`config.mk`:
```
export PLATFORM = sky130hd
export DESIGN_NAME = rmai_top
export DESIGN_NICKNAME = d
export VERILOG_FILES = /design/src/rmai_pkg.sv /design/src/rmai_miss_counter.sv /design/src/rmai_top.sv
export SDC_FILE = /design/constraint.sdc
export NUM_CORES = 1
export LEC_CHECK = 0
export BUFFER_PORTS_ARGS = -buffer_cell sky130_fd_sc_hd__buf_2
export CAP_MARGIN = 20
export CORE_ASPECT_RATIO = 1.1
export CORE_UTILIZATION = 30
export DETAILED_ROUTE_END_ITERATION = 6
export MAX_ROUTING_LAYER = met4
export PLACE_DENSITY = 0.58
export SLEW_MARGIN = 10
export SYNTH_ARGS = -nofsm -noshare
export SYNTH_HDL_FRONTEND = slang
export SYNTH_SLANG_ARGS = --single-unit
```
`constraint.sdc`:
```
create_clock -name clk_sys_in -period 3.4 [get_ports clk_sys_in]
set_input_delay 0.51 -clock clk_sys_in [delete_from_list [all_inputs] [get_ports clk_sys_in]]
set_output_delay 0.51 -clock clk_sys_in [all_outputs]
set_load 0.005 [all_outputs]
```
`src/rmai_pkg.sv`:
```
// Package: register map, field positions and reset values of the alarm and interrupt block
package rmai_pkg;
   localparam int             ADDR_W            = 16;
   localparam int             DATA_W            = 8;
   localparam int             LIMIT_W           = 17;
   localparam int             NUM_REFS          = 2;
   localparam int             GP_W              = 4;
   localparam logic [15:0]    MAIN_LIMIT_HI_ADDR = 16'h0071;
   localparam logic [15:0]    MAIN_LIMIT_MID_ADDR = 16'h0072;
   localparam logic [15:0]    MAIN_LIMIT_LO_ADDR = 16'h0073;
   localparam logic [15:0]    FB_LIMIT_HI_ADDR  = 16'h0074;
   localparam logic [15:0]    FB_LIMIT_MID_ADDR = 16'h0075;
   localparam logic [15:0]    FB_LIMIT_LO_ADDR  = 16'h0076;
   localparam logic [15:0]    IRQ_ENABLE_ADDR   = 16'h0079;
   localparam logic [15:0]    FACTORY_ADDR      = 16'h007a;
   localparam logic [15:0]    STICKY_STATUS_ADDR = 16'h0200;
   localparam logic [15:0]    GP_INPUT_ADDR     = 16'h020c;
   localparam logic [15:0]    IRQ_SUMMARY_ADDR  = 16'h020d;
   localparam int             UNLOCK_BIT        = 6;
   localparam int             MAIN_MISS_BIT     = 0;
   localparam int             FB_MISS_BIT       = 1;
   localparam int             SUMMARY_BIT       = 0;
   localparam logic [16:0]    LIMIT_RESET       = 17'h000b1;
   localparam logic [7:0]     IRQ_ENABLE_RESET  = 8'h00;
   localparam logic [7:0]     STATUS_RESET      = 8'h00;
   localparam logic [7:0]     FACTORY_RESET     = 8'h27;
   localparam logic [16:0]    LIMIT_MIN         = 17'h00003;
endpackage

```
`src/rmai_miss_counter.sv`:
```
// One reference-missing timeout counter with a three-stage edge synchroniser
`timescale 1ns/1ps
`default_nettype none
module rmai_miss_counter #(
   parameter int LIMIT_W = 17
) (
   input  wire logic               clk_sys_in,
   input  wire logic               rst_in,
   input  wire logic               ref_in,
   input  wire logic               ref_enable_in,
   input  wire logic [LIMIT_W-1:0] limit_in,
   output logic                    missing_out
);
   logic [2:0]         sync_r;
   logic [LIMIT_W-1:0] count_r;
   logic [LIMIT_W-1:0] count_nxt;
   logic               missing_nxt;
   wire                ref_edge;
   wire                at_limit;

   // ==========================================================
   // Rising-edge detect on the two late stages only
   assign ref_edge  = sync_r[1] & ~sync_r[2];
   assign at_limit  = (count_r + LIMIT_W'(1)) >= limit_in;

   always_comb
   begin
      count_nxt   = count_r;
      missing_nxt = missing_out;
      if (!ref_enable_in || ref_edge)
      begin
         count_nxt   = '0;
         missing_nxt = 1'b0;
      end
      else if (at_limit)
      begin
         missing_nxt = 1'b1;
      end
      else
      begin
         count_nxt = count_r + LIMIT_W'(1);
      end
   end

   always_ff @(posedge clk_sys_in or posedge rst_in)
   begin
      if (rst_in)
      begin
         sync_r      <= 3'h0;
         count_r     <= '0;
         missing_out <= 1'b0;
      end
      else
      begin
         sync_r      <= {sync_r[1:0], ref_in};
         count_r     <= count_nxt;
         missing_out <= missing_nxt;
      end
   end
endmodule
`default_nettype wire

```
`src/rmai_top.sv`:
```
// Top: reference-missing monitors, sticky alarm flags, interrupt pin and register port
`timescale 1ns/1ps
`default_nettype none
module rmai_top
   import rmai_pkg::*;
#(
   parameter int LIMIT_WIDTH = rmai_pkg::LIMIT_W
) (
   input  wire logic                          clk_sys_in,
   input  wire logic                          rst_in,
   input  wire logic                          reg_wr_in,
   input  wire logic                          reg_rd_in,
   input  wire logic [rmai_pkg::ADDR_W-1:0]   reg_addr_in,
   input  wire logic [rmai_pkg::DATA_W-1:0]   reg_wdata_in,
   output logic      [rmai_pkg::DATA_W-1:0]   reg_rdata_out,
   input  wire logic                          main_ref_in,
   input  wire logic                          feedback_ref_in,
   input  wire logic [rmai_pkg::NUM_REFS-1:0] ref_enable_in,
   input  wire logic                          unlock_alarm_in,
   input  wire logic [rmai_pkg::GP_W-1:0]     gp_pin_in,
   input  wire logic [rmai_pkg::GP_W-1:0]     gp_is_input_in,
   output logic                               irq_pin_n_out,
   output logic                               irq_pin_n_oe_out
);
   import rmai_pkg::*;

   // ==========================================================
   // Registers
   logic [LIMIT_WIDTH-1:0] ref_missing_limit_r [NUM_REFS];
   logic [DATA_W-1:0]      alarm_irq_enable_r;
   logic [DATA_W-1:0]      alarm_sticky_status_r;
   logic [DATA_W-1:0]      alarm_sticky_status_nxt;
   logic [GP_W-1:0]        gp_s1_r;
   logic [GP_W-1:0]        gp_s2_r;
   logic [GP_W-1:0]        gp_s3_r;
   logic [GP_W-1:0]        gp_input_state_r;
   logic [2:0]             unlock_sync_r;
   logic                   unlock_prev_r;
   logic [DATA_W-1:0]      rdata_nxt;

   wire  [NUM_REFS-1:0]    ref_pins;
   wire  [NUM_REFS-1:0]    ref_missing_alarm;
   logic [NUM_REFS-1:0]    ref_missing_prev_r;
   wire  [DATA_W-1:0]      alarm_events;
   wire  [DATA_W-1:0]      clear_mask;
   wire  [DATA_W-1:0]      enabled_flags;
   wire                    irq_active;
   wire                    unlock_rise;
   wire                    wr_enable;
   wire                    wr_status;
   wire  [DATA_W-1:0]      summary_byte;

   // ==========================================================
   // Monitor channels
   assign ref_pins = {feedback_ref_in, main_ref_in};

   genvar gi;
   generate
      for (gi = 0; gi < NUM_REFS; gi++)
      begin : g_mon
         rmai_miss_counter #(
            .LIMIT_W (LIMIT_WIDTH)
         ) u_miss (
            .clk_sys_in    (clk_sys_in),
            .rst_in        (rst_in),
            .ref_in        (ref_pins[gi]),
            .ref_enable_in (ref_enable_in[gi]),
            .limit_in      (ref_missing_limit_r[gi]),
            .missing_out   (ref_missing_alarm[gi])
         );
      end
   endgenerate

   // ==========================================================
   // Alarm events and sticky flags
   assign unlock_rise = unlock_sync_r[1] & unlock_sync_r[2] & ~unlock_prev_r;

   // Flags set on rising alarm, independent of the interrupt enables
   assign alarm_events = {1'b0, unlock_rise, 4'h0,
                          ref_missing_alarm & ~ref_missing_prev_r};

   assign wr_status = reg_wr_in && (reg_addr_in == STICKY_STATUS_ADDR);
   assign wr_enable = reg_wr_in && (reg_addr_in == IRQ_ENABLE_ADDR);
   assign clear_mask = wr_status ? reg_wdata_in : 8'h00;

   // Set wins over a clear in the same cycle
   always_comb
   begin
      alarm_sticky_status_nxt = (alarm_sticky_status_r & ~clear_mask)
                              | alarm_events;
      alarm_sticky_status_nxt[7] = 1'b0;
      alarm_sticky_status_nxt[5:2] = 4'h0;
   end

   // ==========================================================
   // Interrupt summary
   assign enabled_flags = alarm_sticky_status_r & alarm_irq_enable_r;
   assign irq_active    = |enabled_flags;
   assign summary_byte  = {7'h00, irq_active};

   // ==========================================================
   // Read mux
   always_comb
   begin
      case (reg_addr_in)
         MAIN_LIMIT_HI_ADDR:  rdata_nxt = {7'h00, ref_missing_limit_r[0][16]};
         MAIN_LIMIT_MID_ADDR: rdata_nxt = ref_missing_limit_r[0][15:8];
         MAIN_LIMIT_LO_ADDR:  rdata_nxt = ref_missing_limit_r[0][7:0];
         FB_LIMIT_HI_ADDR:    rdata_nxt = {7'h00, ref_missing_limit_r[1][16]};
         FB_LIMIT_MID_ADDR:   rdata_nxt = ref_missing_limit_r[1][15:8];
         FB_LIMIT_LO_ADDR:    rdata_nxt = ref_missing_limit_r[1][7:0];
         IRQ_ENABLE_ADDR:     rdata_nxt = alarm_irq_enable_r;
         FACTORY_ADDR:        rdata_nxt = FACTORY_RESET;
         STICKY_STATUS_ADDR:  rdata_nxt = alarm_sticky_status_r;
         GP_INPUT_ADDR:       rdata_nxt = {4'h0, gp_input_state_r};
         IRQ_SUMMARY_ADDR:    rdata_nxt = summary_byte;
         default:             rdata_nxt = 8'h00;
      endcase
   end

   // ==========================================================
   // Limit registers, one per channel
   generate
      for (gi = 0; gi < NUM_REFS; gi++)
      begin : g_lim
         wire [15:0] hi_a;
         wire [15:0] mid_a;
         wire [15:0] lo_a;
         assign hi_a  = (gi == 0) ? MAIN_LIMIT_HI_ADDR  : FB_LIMIT_HI_ADDR;
         assign mid_a = (gi == 0) ? MAIN_LIMIT_MID_ADDR : FB_LIMIT_MID_ADDR;
         assign lo_a  = (gi == 0) ? MAIN_LIMIT_LO_ADDR  : FB_LIMIT_LO_ADDR;
         always_ff @(posedge clk_sys_in or posedge rst_in)
         begin
            if (rst_in)
               ref_missing_limit_r[gi] <= LIMIT_RESET;
            else if (reg_wr_in && reg_addr_in == hi_a)
               ref_missing_limit_r[gi][16] <= reg_wdata_in[0];
            else if (reg_wr_in && reg_addr_in == mid_a)
               ref_missing_limit_r[gi][15:8] <= reg_wdata_in;
            else if (reg_wr_in && reg_addr_in == lo_a)
               ref_missing_limit_r[gi][7:0] <= reg_wdata_in;
         end
      end
   endgenerate

   // ==========================================================
   // Enable, status and pin-side flops
   always_ff @(posedge clk_sys_in or posedge rst_in)
   begin
      if (rst_in)
         alarm_irq_enable_r <= IRQ_ENABLE_RESET;
      else if (wr_enable)
         alarm_irq_enable_r <= {1'b0, reg_wdata_in[UNLOCK_BIT], 4'h0,
                                reg_wdata_in[FB_MISS_BIT],
                                reg_wdata_in[MAIN_MISS_BIT]};
   end

   always_ff @(posedge clk_sys_in or posedge rst_in)
   begin
      if (rst_in)
      begin
         alarm_sticky_status_r <= STATUS_RESET;
         ref_missing_prev_r    <= '0;
         unlock_sync_r         <= 3'h0;
         unlock_prev_r         <= 1'b0;
      end
      else
      begin
         alarm_sticky_status_r <= alarm_sticky_status_nxt;
         ref_missing_prev_r    <= ref_missing_alarm;
         unlock_sync_r         <= {unlock_sync_r[1:0], unlock_alarm_in};
         unlock_prev_r         <= unlock_sync_r[1] & unlock_sync_r[2];
      end
   end

   always_ff @(posedge clk_sys_in or posedge rst_in)
   begin
      if (rst_in)
      begin
         gp_s1_r          <= '0;
         gp_s2_r          <= '0;
         gp_s3_r          <= '0;
         gp_input_state_r <= '0;
         irq_pin_n_out    <= 1'b0;
         irq_pin_n_oe_out <= 1'b0;
         reg_rdata_out    <= 8'h00;
      end
      else
      begin
         gp_s1_r <= gp_pin_in;
         gp_s2_r <= gp_s1_r;
         gp_s3_r <= gp_s2_r;
         gp_input_state_r <= ((gp_s2_r & gp_s3_r) | (gp_input_state_r & (gp_s2_r | gp_s3_r)))
                             & gp_is_input_in;
         irq_pin_n_out    <= 1'b0;
         irq_pin_n_oe_out <= irq_active;
         if (reg_rd_in)
            reg_rdata_out <= rdata_nxt;
      end
   end
endmodule
`default_nettype wire

```
# Word-level counts from Yosys, hierarchy flattened
# Cells that the tools add are included.
# W data, S select, Z words.
[word_totals]
input_bits = 41
output_inout_bits = 10
word_cells = 91
register_bits = 113
[classes]
n_lt_le_gt_ge = 2
n_reduce_logical = 19
n_bitwise = 22
mux = 10
n_addsub = 2
eq_ne = 13
[ops]
columns = ["operator", "count"]
rows = [
  ["$eq A16 B7 Y1 const B", 8],
  ["$pmux W8 S11", 1],
  ["$mux W17", 4],
  ["$eq A16 B10 Y1 const B", 3],
  ["$add A17 B1 Y17 const B", 2],
  ["$ge A17 B17 Y1", 2],
  ["$and A7 B7 Y7", 2],
  ["$and A4 B4 Y4", 3],
  ["$logic_and A1 B1 Y1", 8],
  ["$or A4 B4 Y4", 2],
  ["$reduce_or A8 Y1", 1],
  ["$mux W7", 1],
  ["$not A1 Y1", 7],
  ["$not A7 Y7", 1],
  ["$or A7 B7 Y7", 1],
  ["$reduce_and A3 Y1", 2],
  ["$and A1 B1 Y1", 4],
  ["$mux W1", 4],
  ["$ne A2 B2 Y1 const B", 2],
  ["$reduce_and A2 Y1", 2],
  ["$reduce_bool A2 Y1", 2],
  ["$and A2 B2 Y2", 1],
  ["$logic_not A1 Y1", 2],
  ["$logic_or A1 B1 Y1", 2],
  ["$not A2 Y2", 1],
]

# Depth between registers and ports, before layout
[logic_depth]
depth_word = 6
ltp_mapped = 15
mapped_depth_nobuf = 14

# Modules after synthesis
# Synthesis repeated with hierarchy kept, for this count alone.
[hier_totals]
cells_unflattened = 627
hier_area_um2 = 6429.9
[modules_own_cells]
columns = ["mod", "n_inst", "seq_area_each_um2", "area_each_um2", "cells_each"]
rows = [
  ["rmai_top", 1, 1786.7, 3145.5, 259],
  ["rmai_miss_counter at g_mon[1].u_miss", 1, 525.5, 1710.4, 187],
  ["rmai_miss_counter at g_mon[0].u_miss", 1, 525.5, 1574.0, 181],
]

# Worst setup path before layout
# No wires, ideal clock.
[synth_timing]
kind = "reg2reg"
from = "register g_mon[0].u_miss.count_r[0]"
to = "register g_mon[0].u_miss.count_r[16]"
setup_slack_ns = 0.086
path_buffers = 0
path_stages_with_launch = 14
setup_ns = 0.078
required_time_ns = 3.322
arrival_time_ns = 3.236
period_less_slack_ns = 3.314
cell_sequence = "dfrtp_1 ha_1 and3_1 and3_1 and3_1 nand3_1 nor2_1 xor2_1 ha_1 and4_1 a211oi_1 o21ai_1 or4_1 a21oi_1"
[synth_via]
elab_chain_cells = 3
elab_cells_between_ends = 5
cone_classes = "add/sub: 1; order compare: 1; eq/ne: 1; mux: 2"
[synth_lines]
columns = ["item", "line", "source"]
rows = [
  ["start: declaration", "rmai_miss_counter.sv:15", "logic [LIMIT_W-1:0] count_r;"],
  ["start signal: assignment", "rmai_miss_counter.sv:56", "count_r <= count_nxt;"],
  ["$add A17 B1 Y17 (*)", "rmai_miss_counter.sv:24, rmai_miss_counter.sv:41", ""],
  ["$ge A17 B17 Y1 / $mux W17 (equally long branches)", "rmai_miss_counter.sv:24, rmai_miss_counter.sv:35", ""],
  ["$ne A2 B2 Y1 (no line) / $mux W17 (equally long branches)", "n/a", ""],
]
# Every way passes the cells marked *; elsewhere a longest branch is shown, timed or not. The select of a mux whose other input is x is not followed.
# A chain may end at the register's enable or synchronous reset.

# Final worst setup path
[layout_timing]
from = "register g_mon[1].u_miss.count_r[1]"
to = "register g_mon[1].u_miss.count_r[11]"
[layout_via]
elab_chain_cells = 3
elab_cells_between_ends = 5
cone_classes = "add/sub: 1; order compare: 1; eq/ne: 1; mux: 2"
[layout_lines]
columns = ["item", "line"]
rows = [
  ["start: declaration", "rmai_miss_counter.sv:15"],
  ["start signal: assignment", "rmai_miss_counter.sv:56"],
  ["$add A17 B1 Y17 (*)", "rmai_miss_counter.sv:24, rmai_miss_counter.sv:41"],
  ["$ge A17 B17 Y1 / $mux W17 (equally long branches)", "rmai_miss_counter.sv:24, rmai_miss_counter.sv:35"],
  ["$ne A2 B2 Y1 (no line) / $mux W17 (equally long branches)", "n/a"],
]
# Marked as above.

==> results.py <==
metrics = {
    "final_layout": {
        "postLayoutCellArea_sq_um": 7500,
        "utilization_pct": 37.6,
        "diodes": 0,
        "nFillCells": 1987,
        "syn_to_final_growth_pct": 22.7,
        "layout.nets": 764,
        "drive_gt1_share_pct": 25.0,
    },
    "clocking": {
        "numClockSinks": 113,
        "tritoncts": "yes",
        "cts_htree_levels": 4,
        "cts_root_buffer": "clkbuf_16",
        "path_clk_slew_ns": 0.06,
        "cts_max_path_buffers": 2,
        "ctsHoldBuffers": 0,
        "cts_buffers": 17,
        "clkLatencyLatePin_ns": 0.42,
    },
    "global_routing": {
        "grt_overflow_total": 0,
        "antenna_found_initial": 0,
        "grt_first_pass_wirelength_mm": 24.9,
        "grt_pass1_vias": 4677,
        "grt_use_total_pct": 16.0,
        "grt_max_degree": 52,
    },
    "worst_setup_path": {
        "worst_r2r_endpoint": "g_mon[1].u_miss.count_r[11]",
        "crit_fanout": 32,
        "crit_path_end": "g_mon[1].u_miss.count_r[11]",
        "crit_path_max_incr_delay_ns": 0.40,
        "cp.required_ns": 3.75,
        "rrSetupSlack_ns": 0.17,
        "startpoint_type": "register",
        "path_class": "register to register",
        "slowest_stage": "or4_1",
        "arrival_ns": 3.57,
        "crit_top_cell": "ha_1",
        "r2r_cells": 12,
        "regToRegStartpoint": "g_mon[1].u_miss.count_r[1]",
        "path_cells": "ha_1, nand3_1, or2_2, xnor2_1, ha_1, a211oi_1, nor2_1, a2111oi_2, o211ai_1, buf_12, or4_1, a21oi_1",
        "end_kind": "register",
        "worstSetupStartpoint": "g_mon[1].u_miss.count_r[1]",
    },
    "floorplanning": {
        "io_pins": 51,
        "die-area_sq_um": 20900,
        "start_util_pct": 30.7,
        "dieWidth_um": 138,
        "core-area_sq_um": 19900,
        "row_count": 54,
        "dieHeight_um": 152,
    },
    "power": {
        "pwr-share-clk_pct": 53.3,
        "peakVddDrop_v": 0.000357,
        "intPower_w": 0.00251,
        "power_switching_w": 0.000755,
        "p_seq_share_pct": 42.5,
        "p_leak_nw": 3.31,
        "combPwrFrac_pct": 4.3,
        "switching_share_pct": 23.1,
        "powerDensity_nw_per_um2": 436,
    },
    "drt": {
        "dr.pass1.iters": 7,
        "drc": 4,
        "vias": 4733,
        "wl_mm": 15.3,
        "drtIter0Drc": 214,
        "vias_per_cell": 4.97,
        "post_drt_wl_per_cell_um": 16.1,
        "ant_nets": 0,
    },
    "status": {
        "status": "finished, violations left",
        "violations": "DRC",
    },
    "logic_synthesis": {
        "synth_nets": 686,
        "syn_avg_cell_area_sq_um": 10.0,
        "syn_area_sq_um": 6110,
        "yosysTopAreaCellShare_pct": 43.0,
        "ys_ff_latch": 113,
        "synth_ff_type": "dfrtp_1",
        "synthCells": 609,
        "ys.warnings.count": 0,
        "ys_types": 58,
        "synth_largest_area_cell": "dfrtp_1",
        "synth_edf_count": 0,
        "async_flop_share_pct": 100,
        "synth_seq_area_share_pct": 46.4,
        "synth_area_leaders": "dfrtp_1 (43%), ha_1 (7.4%), mux2_2 (5.3%)",
    },
    "placed_design": {
        "gp_congestion": 0.850,
        "place_hpwl_mm": 11.3,
        "port_buffers": 49,
        "dpl_cell_area_sq_um": 6790,
        "dp_slack_ns": 0.0279,
    },
    "sta": {
        "fin_skew_ns": 0.0124,
        "fin_crit_sh_pct": 94.9,
        "worst_slack_ns": 0.173,
        "tns_ns": 0,
        "fin_crit_ns": 3.23,
        "hold_viol_final": 0,
        "maxSlewViolCount": 0,
        "slew_headroom_pct": 39.7,
        "fmax_mhz": 310,
        "setup_viol": 0,
        "worst_pin_slew_ns": 0.903,
    },
    "hold_path": {
        "min_path_type": "primary input to register",
    },
    "job": {
        "drv_cap": 0,
    },
}
[sequential cells by signal (all words and copies together) (netlist names)]
| signal | cells |
|---|---|
| g_mon.u_miss.count_r | 34 |
| ref_missing_limit_r | 34 |
| reg_rdata_out | 8 |
| g_mon.u_miss.sync_r | 6 |
| gp_input_state_r | 4 |
| gp_s1_r | 4 |
| gp_s2_r | 4 |
| gp_s3_r | 4 |
| alarm_irq_enable_r | 3 |
| alarm_sticky_status_r | 3 |
| unlock_sync_r | 3 |
| g_mon.u_miss.missing_out | 2 |
| ref_missing_prev_r | 2 |
| irq_pin_n_oe_out | 1 |
| unlock_prev_r | 1 |
[how the worst min path moves through the flow]
stage	startpoint	to	slack [ns]	cells after the start
floorplan	g_mon[0].u_miss.sync_r[0]	g_mon[0].u_miss.sync_r[1]	0.33	0
global placement	gp_s1_r[0]	gp_s2_r[0]	0.34	0
detailed placement	unlock_sync_r[0]	unlock_sync_r[1]	0.34	0
CTS	feedback_ref_in	g_mon[1].u_miss.sync_r[0]	0.18	1
global route	feedback_ref_in	g_mon[1].u_miss.sync_r[0]	0.17	1
finish	feedback_ref_in	g_mon[1].u_miss.sync_r[0]	0.19	1
[stage by stage]
step | std cells | power [W] | hold slack (ns)
2_1_floorplan | 609 | 0.00148 | 0.331
3_3_place_gp | 914 | 0.00155 | 0.335
3_5_place_dp | 914 | 0.00155 | 0.336
4_1_cts | 946 | 0.00331 | 0.178
5_1_grt | 952 | 0.00340 | 0.165
6_report | 952 | 0.00327 | 0.191
[cells by family (layout without fill, tap and decap cells)]
family	Yosys count	in the layout	synth area share [%]
buffers and inverters	64	155	3.99
and+or+nand+nor	192	192	16.3
AOI/OAI and AO/OA	129	129	13.7
other	1	1	0.0614
muxes	40	40	7.31
DFF	113	113	46.4
adders and majority gates	36	36	7.37
xor gates and xnor gates	34	34	4.87
[placed cells by master (no fill, tap or decap), types with 23 or more instances in the layout]
cell type    n
a21oi_1     35
buf_2       49
buf_4       24
dfrtp_1    105
ha_1        36
inv_1       47
mux2_2      29
nand2_1     48
nand3_1     25
nor2_1      35
o21ai_0     26
xnor2_1     23
[worst max-delay path, delay by kind of cell, from the launching register on]
family,cells,cell delay [ns]
flip-flops,1,0.39
AO/OA/AOI/OAI,4,0.92
AND/OR/NAND/NOR,4,0.98
adder cells (fa/ha/maj),2,0.52
buffers and inverters,1,0.19
XOR/XNOR,1,0.13
[power groups by stage]
stage | logic (W) | registers (W) | clock network, W
floorplan | 0.0000714 | 0.00141 | 0
finish | 0.000139 | 0.00139 | 0.00174
global placement | 0.000139 | 0.00141 | 0
detailed placement | 0.000141 | 0.00141 | 0
CTS | 0.000141 | 0.00139 | 0.00178
global route | 0.000158 | 0.00139 | 0.00185
[repair_timing]
| action | 4_1_cts | 5_1_grt |
|---|---|---|
| gates cloned | 0 | 0 |
| gates resized for setup | 1 | 21 |
| endpoints found under the hold margin | 0 | 0 |
| setup buffers | 0 | 5 |
| setup endpoints to repair | 2 | 30 |
| pin swaps | 0 | 6 |
[cell usage after synthesis (all sizes together) (2+ instances only)]
library cell	n
nand4	12
dfrtp	105
o21ai	31
xor2	11
o211a	2
mux2	37
nand2	48
or3	16
xnor2	23
dfstp	8
a21boi	5
and2	3
nor3	13
nand3	27
o21a	7
a2111oi	2
o211ai	6
a41oi	2
mux2i	3
a31o	3
a222oi	6
ha	36
and3	7
clkbuf	15
or4	6
inv	48
nor4	4
o31ai	7
nor2b	5
a31oi	6
a22o	4
and4	3
a21oi	36
nor2	39
or2	3
nand2b	2
a211oi	4
[metal layers]
metal	vias to the layer above	global-route usage [%]	part of all wire, %
li1	2357	-	-
met1	2292	19.4	46
met2	69	26.5	49
met3	15	3.96	3.5
met4	0	4.83	1.2
met5	-	-	0
[layout make-up]
type	count	area (sq um)	share of cell area, %
clock buffer	19	443	5.91
multi-input combinational	432	3120	41.6
clock inverter	13	138	1.84
inverter	48	184	2.45
timing repair buffer	75	465	6.21
sequential	113	2840	37.8
tap	252	315	4.20
Note: power is estimated with default switching activity, not from simulation.
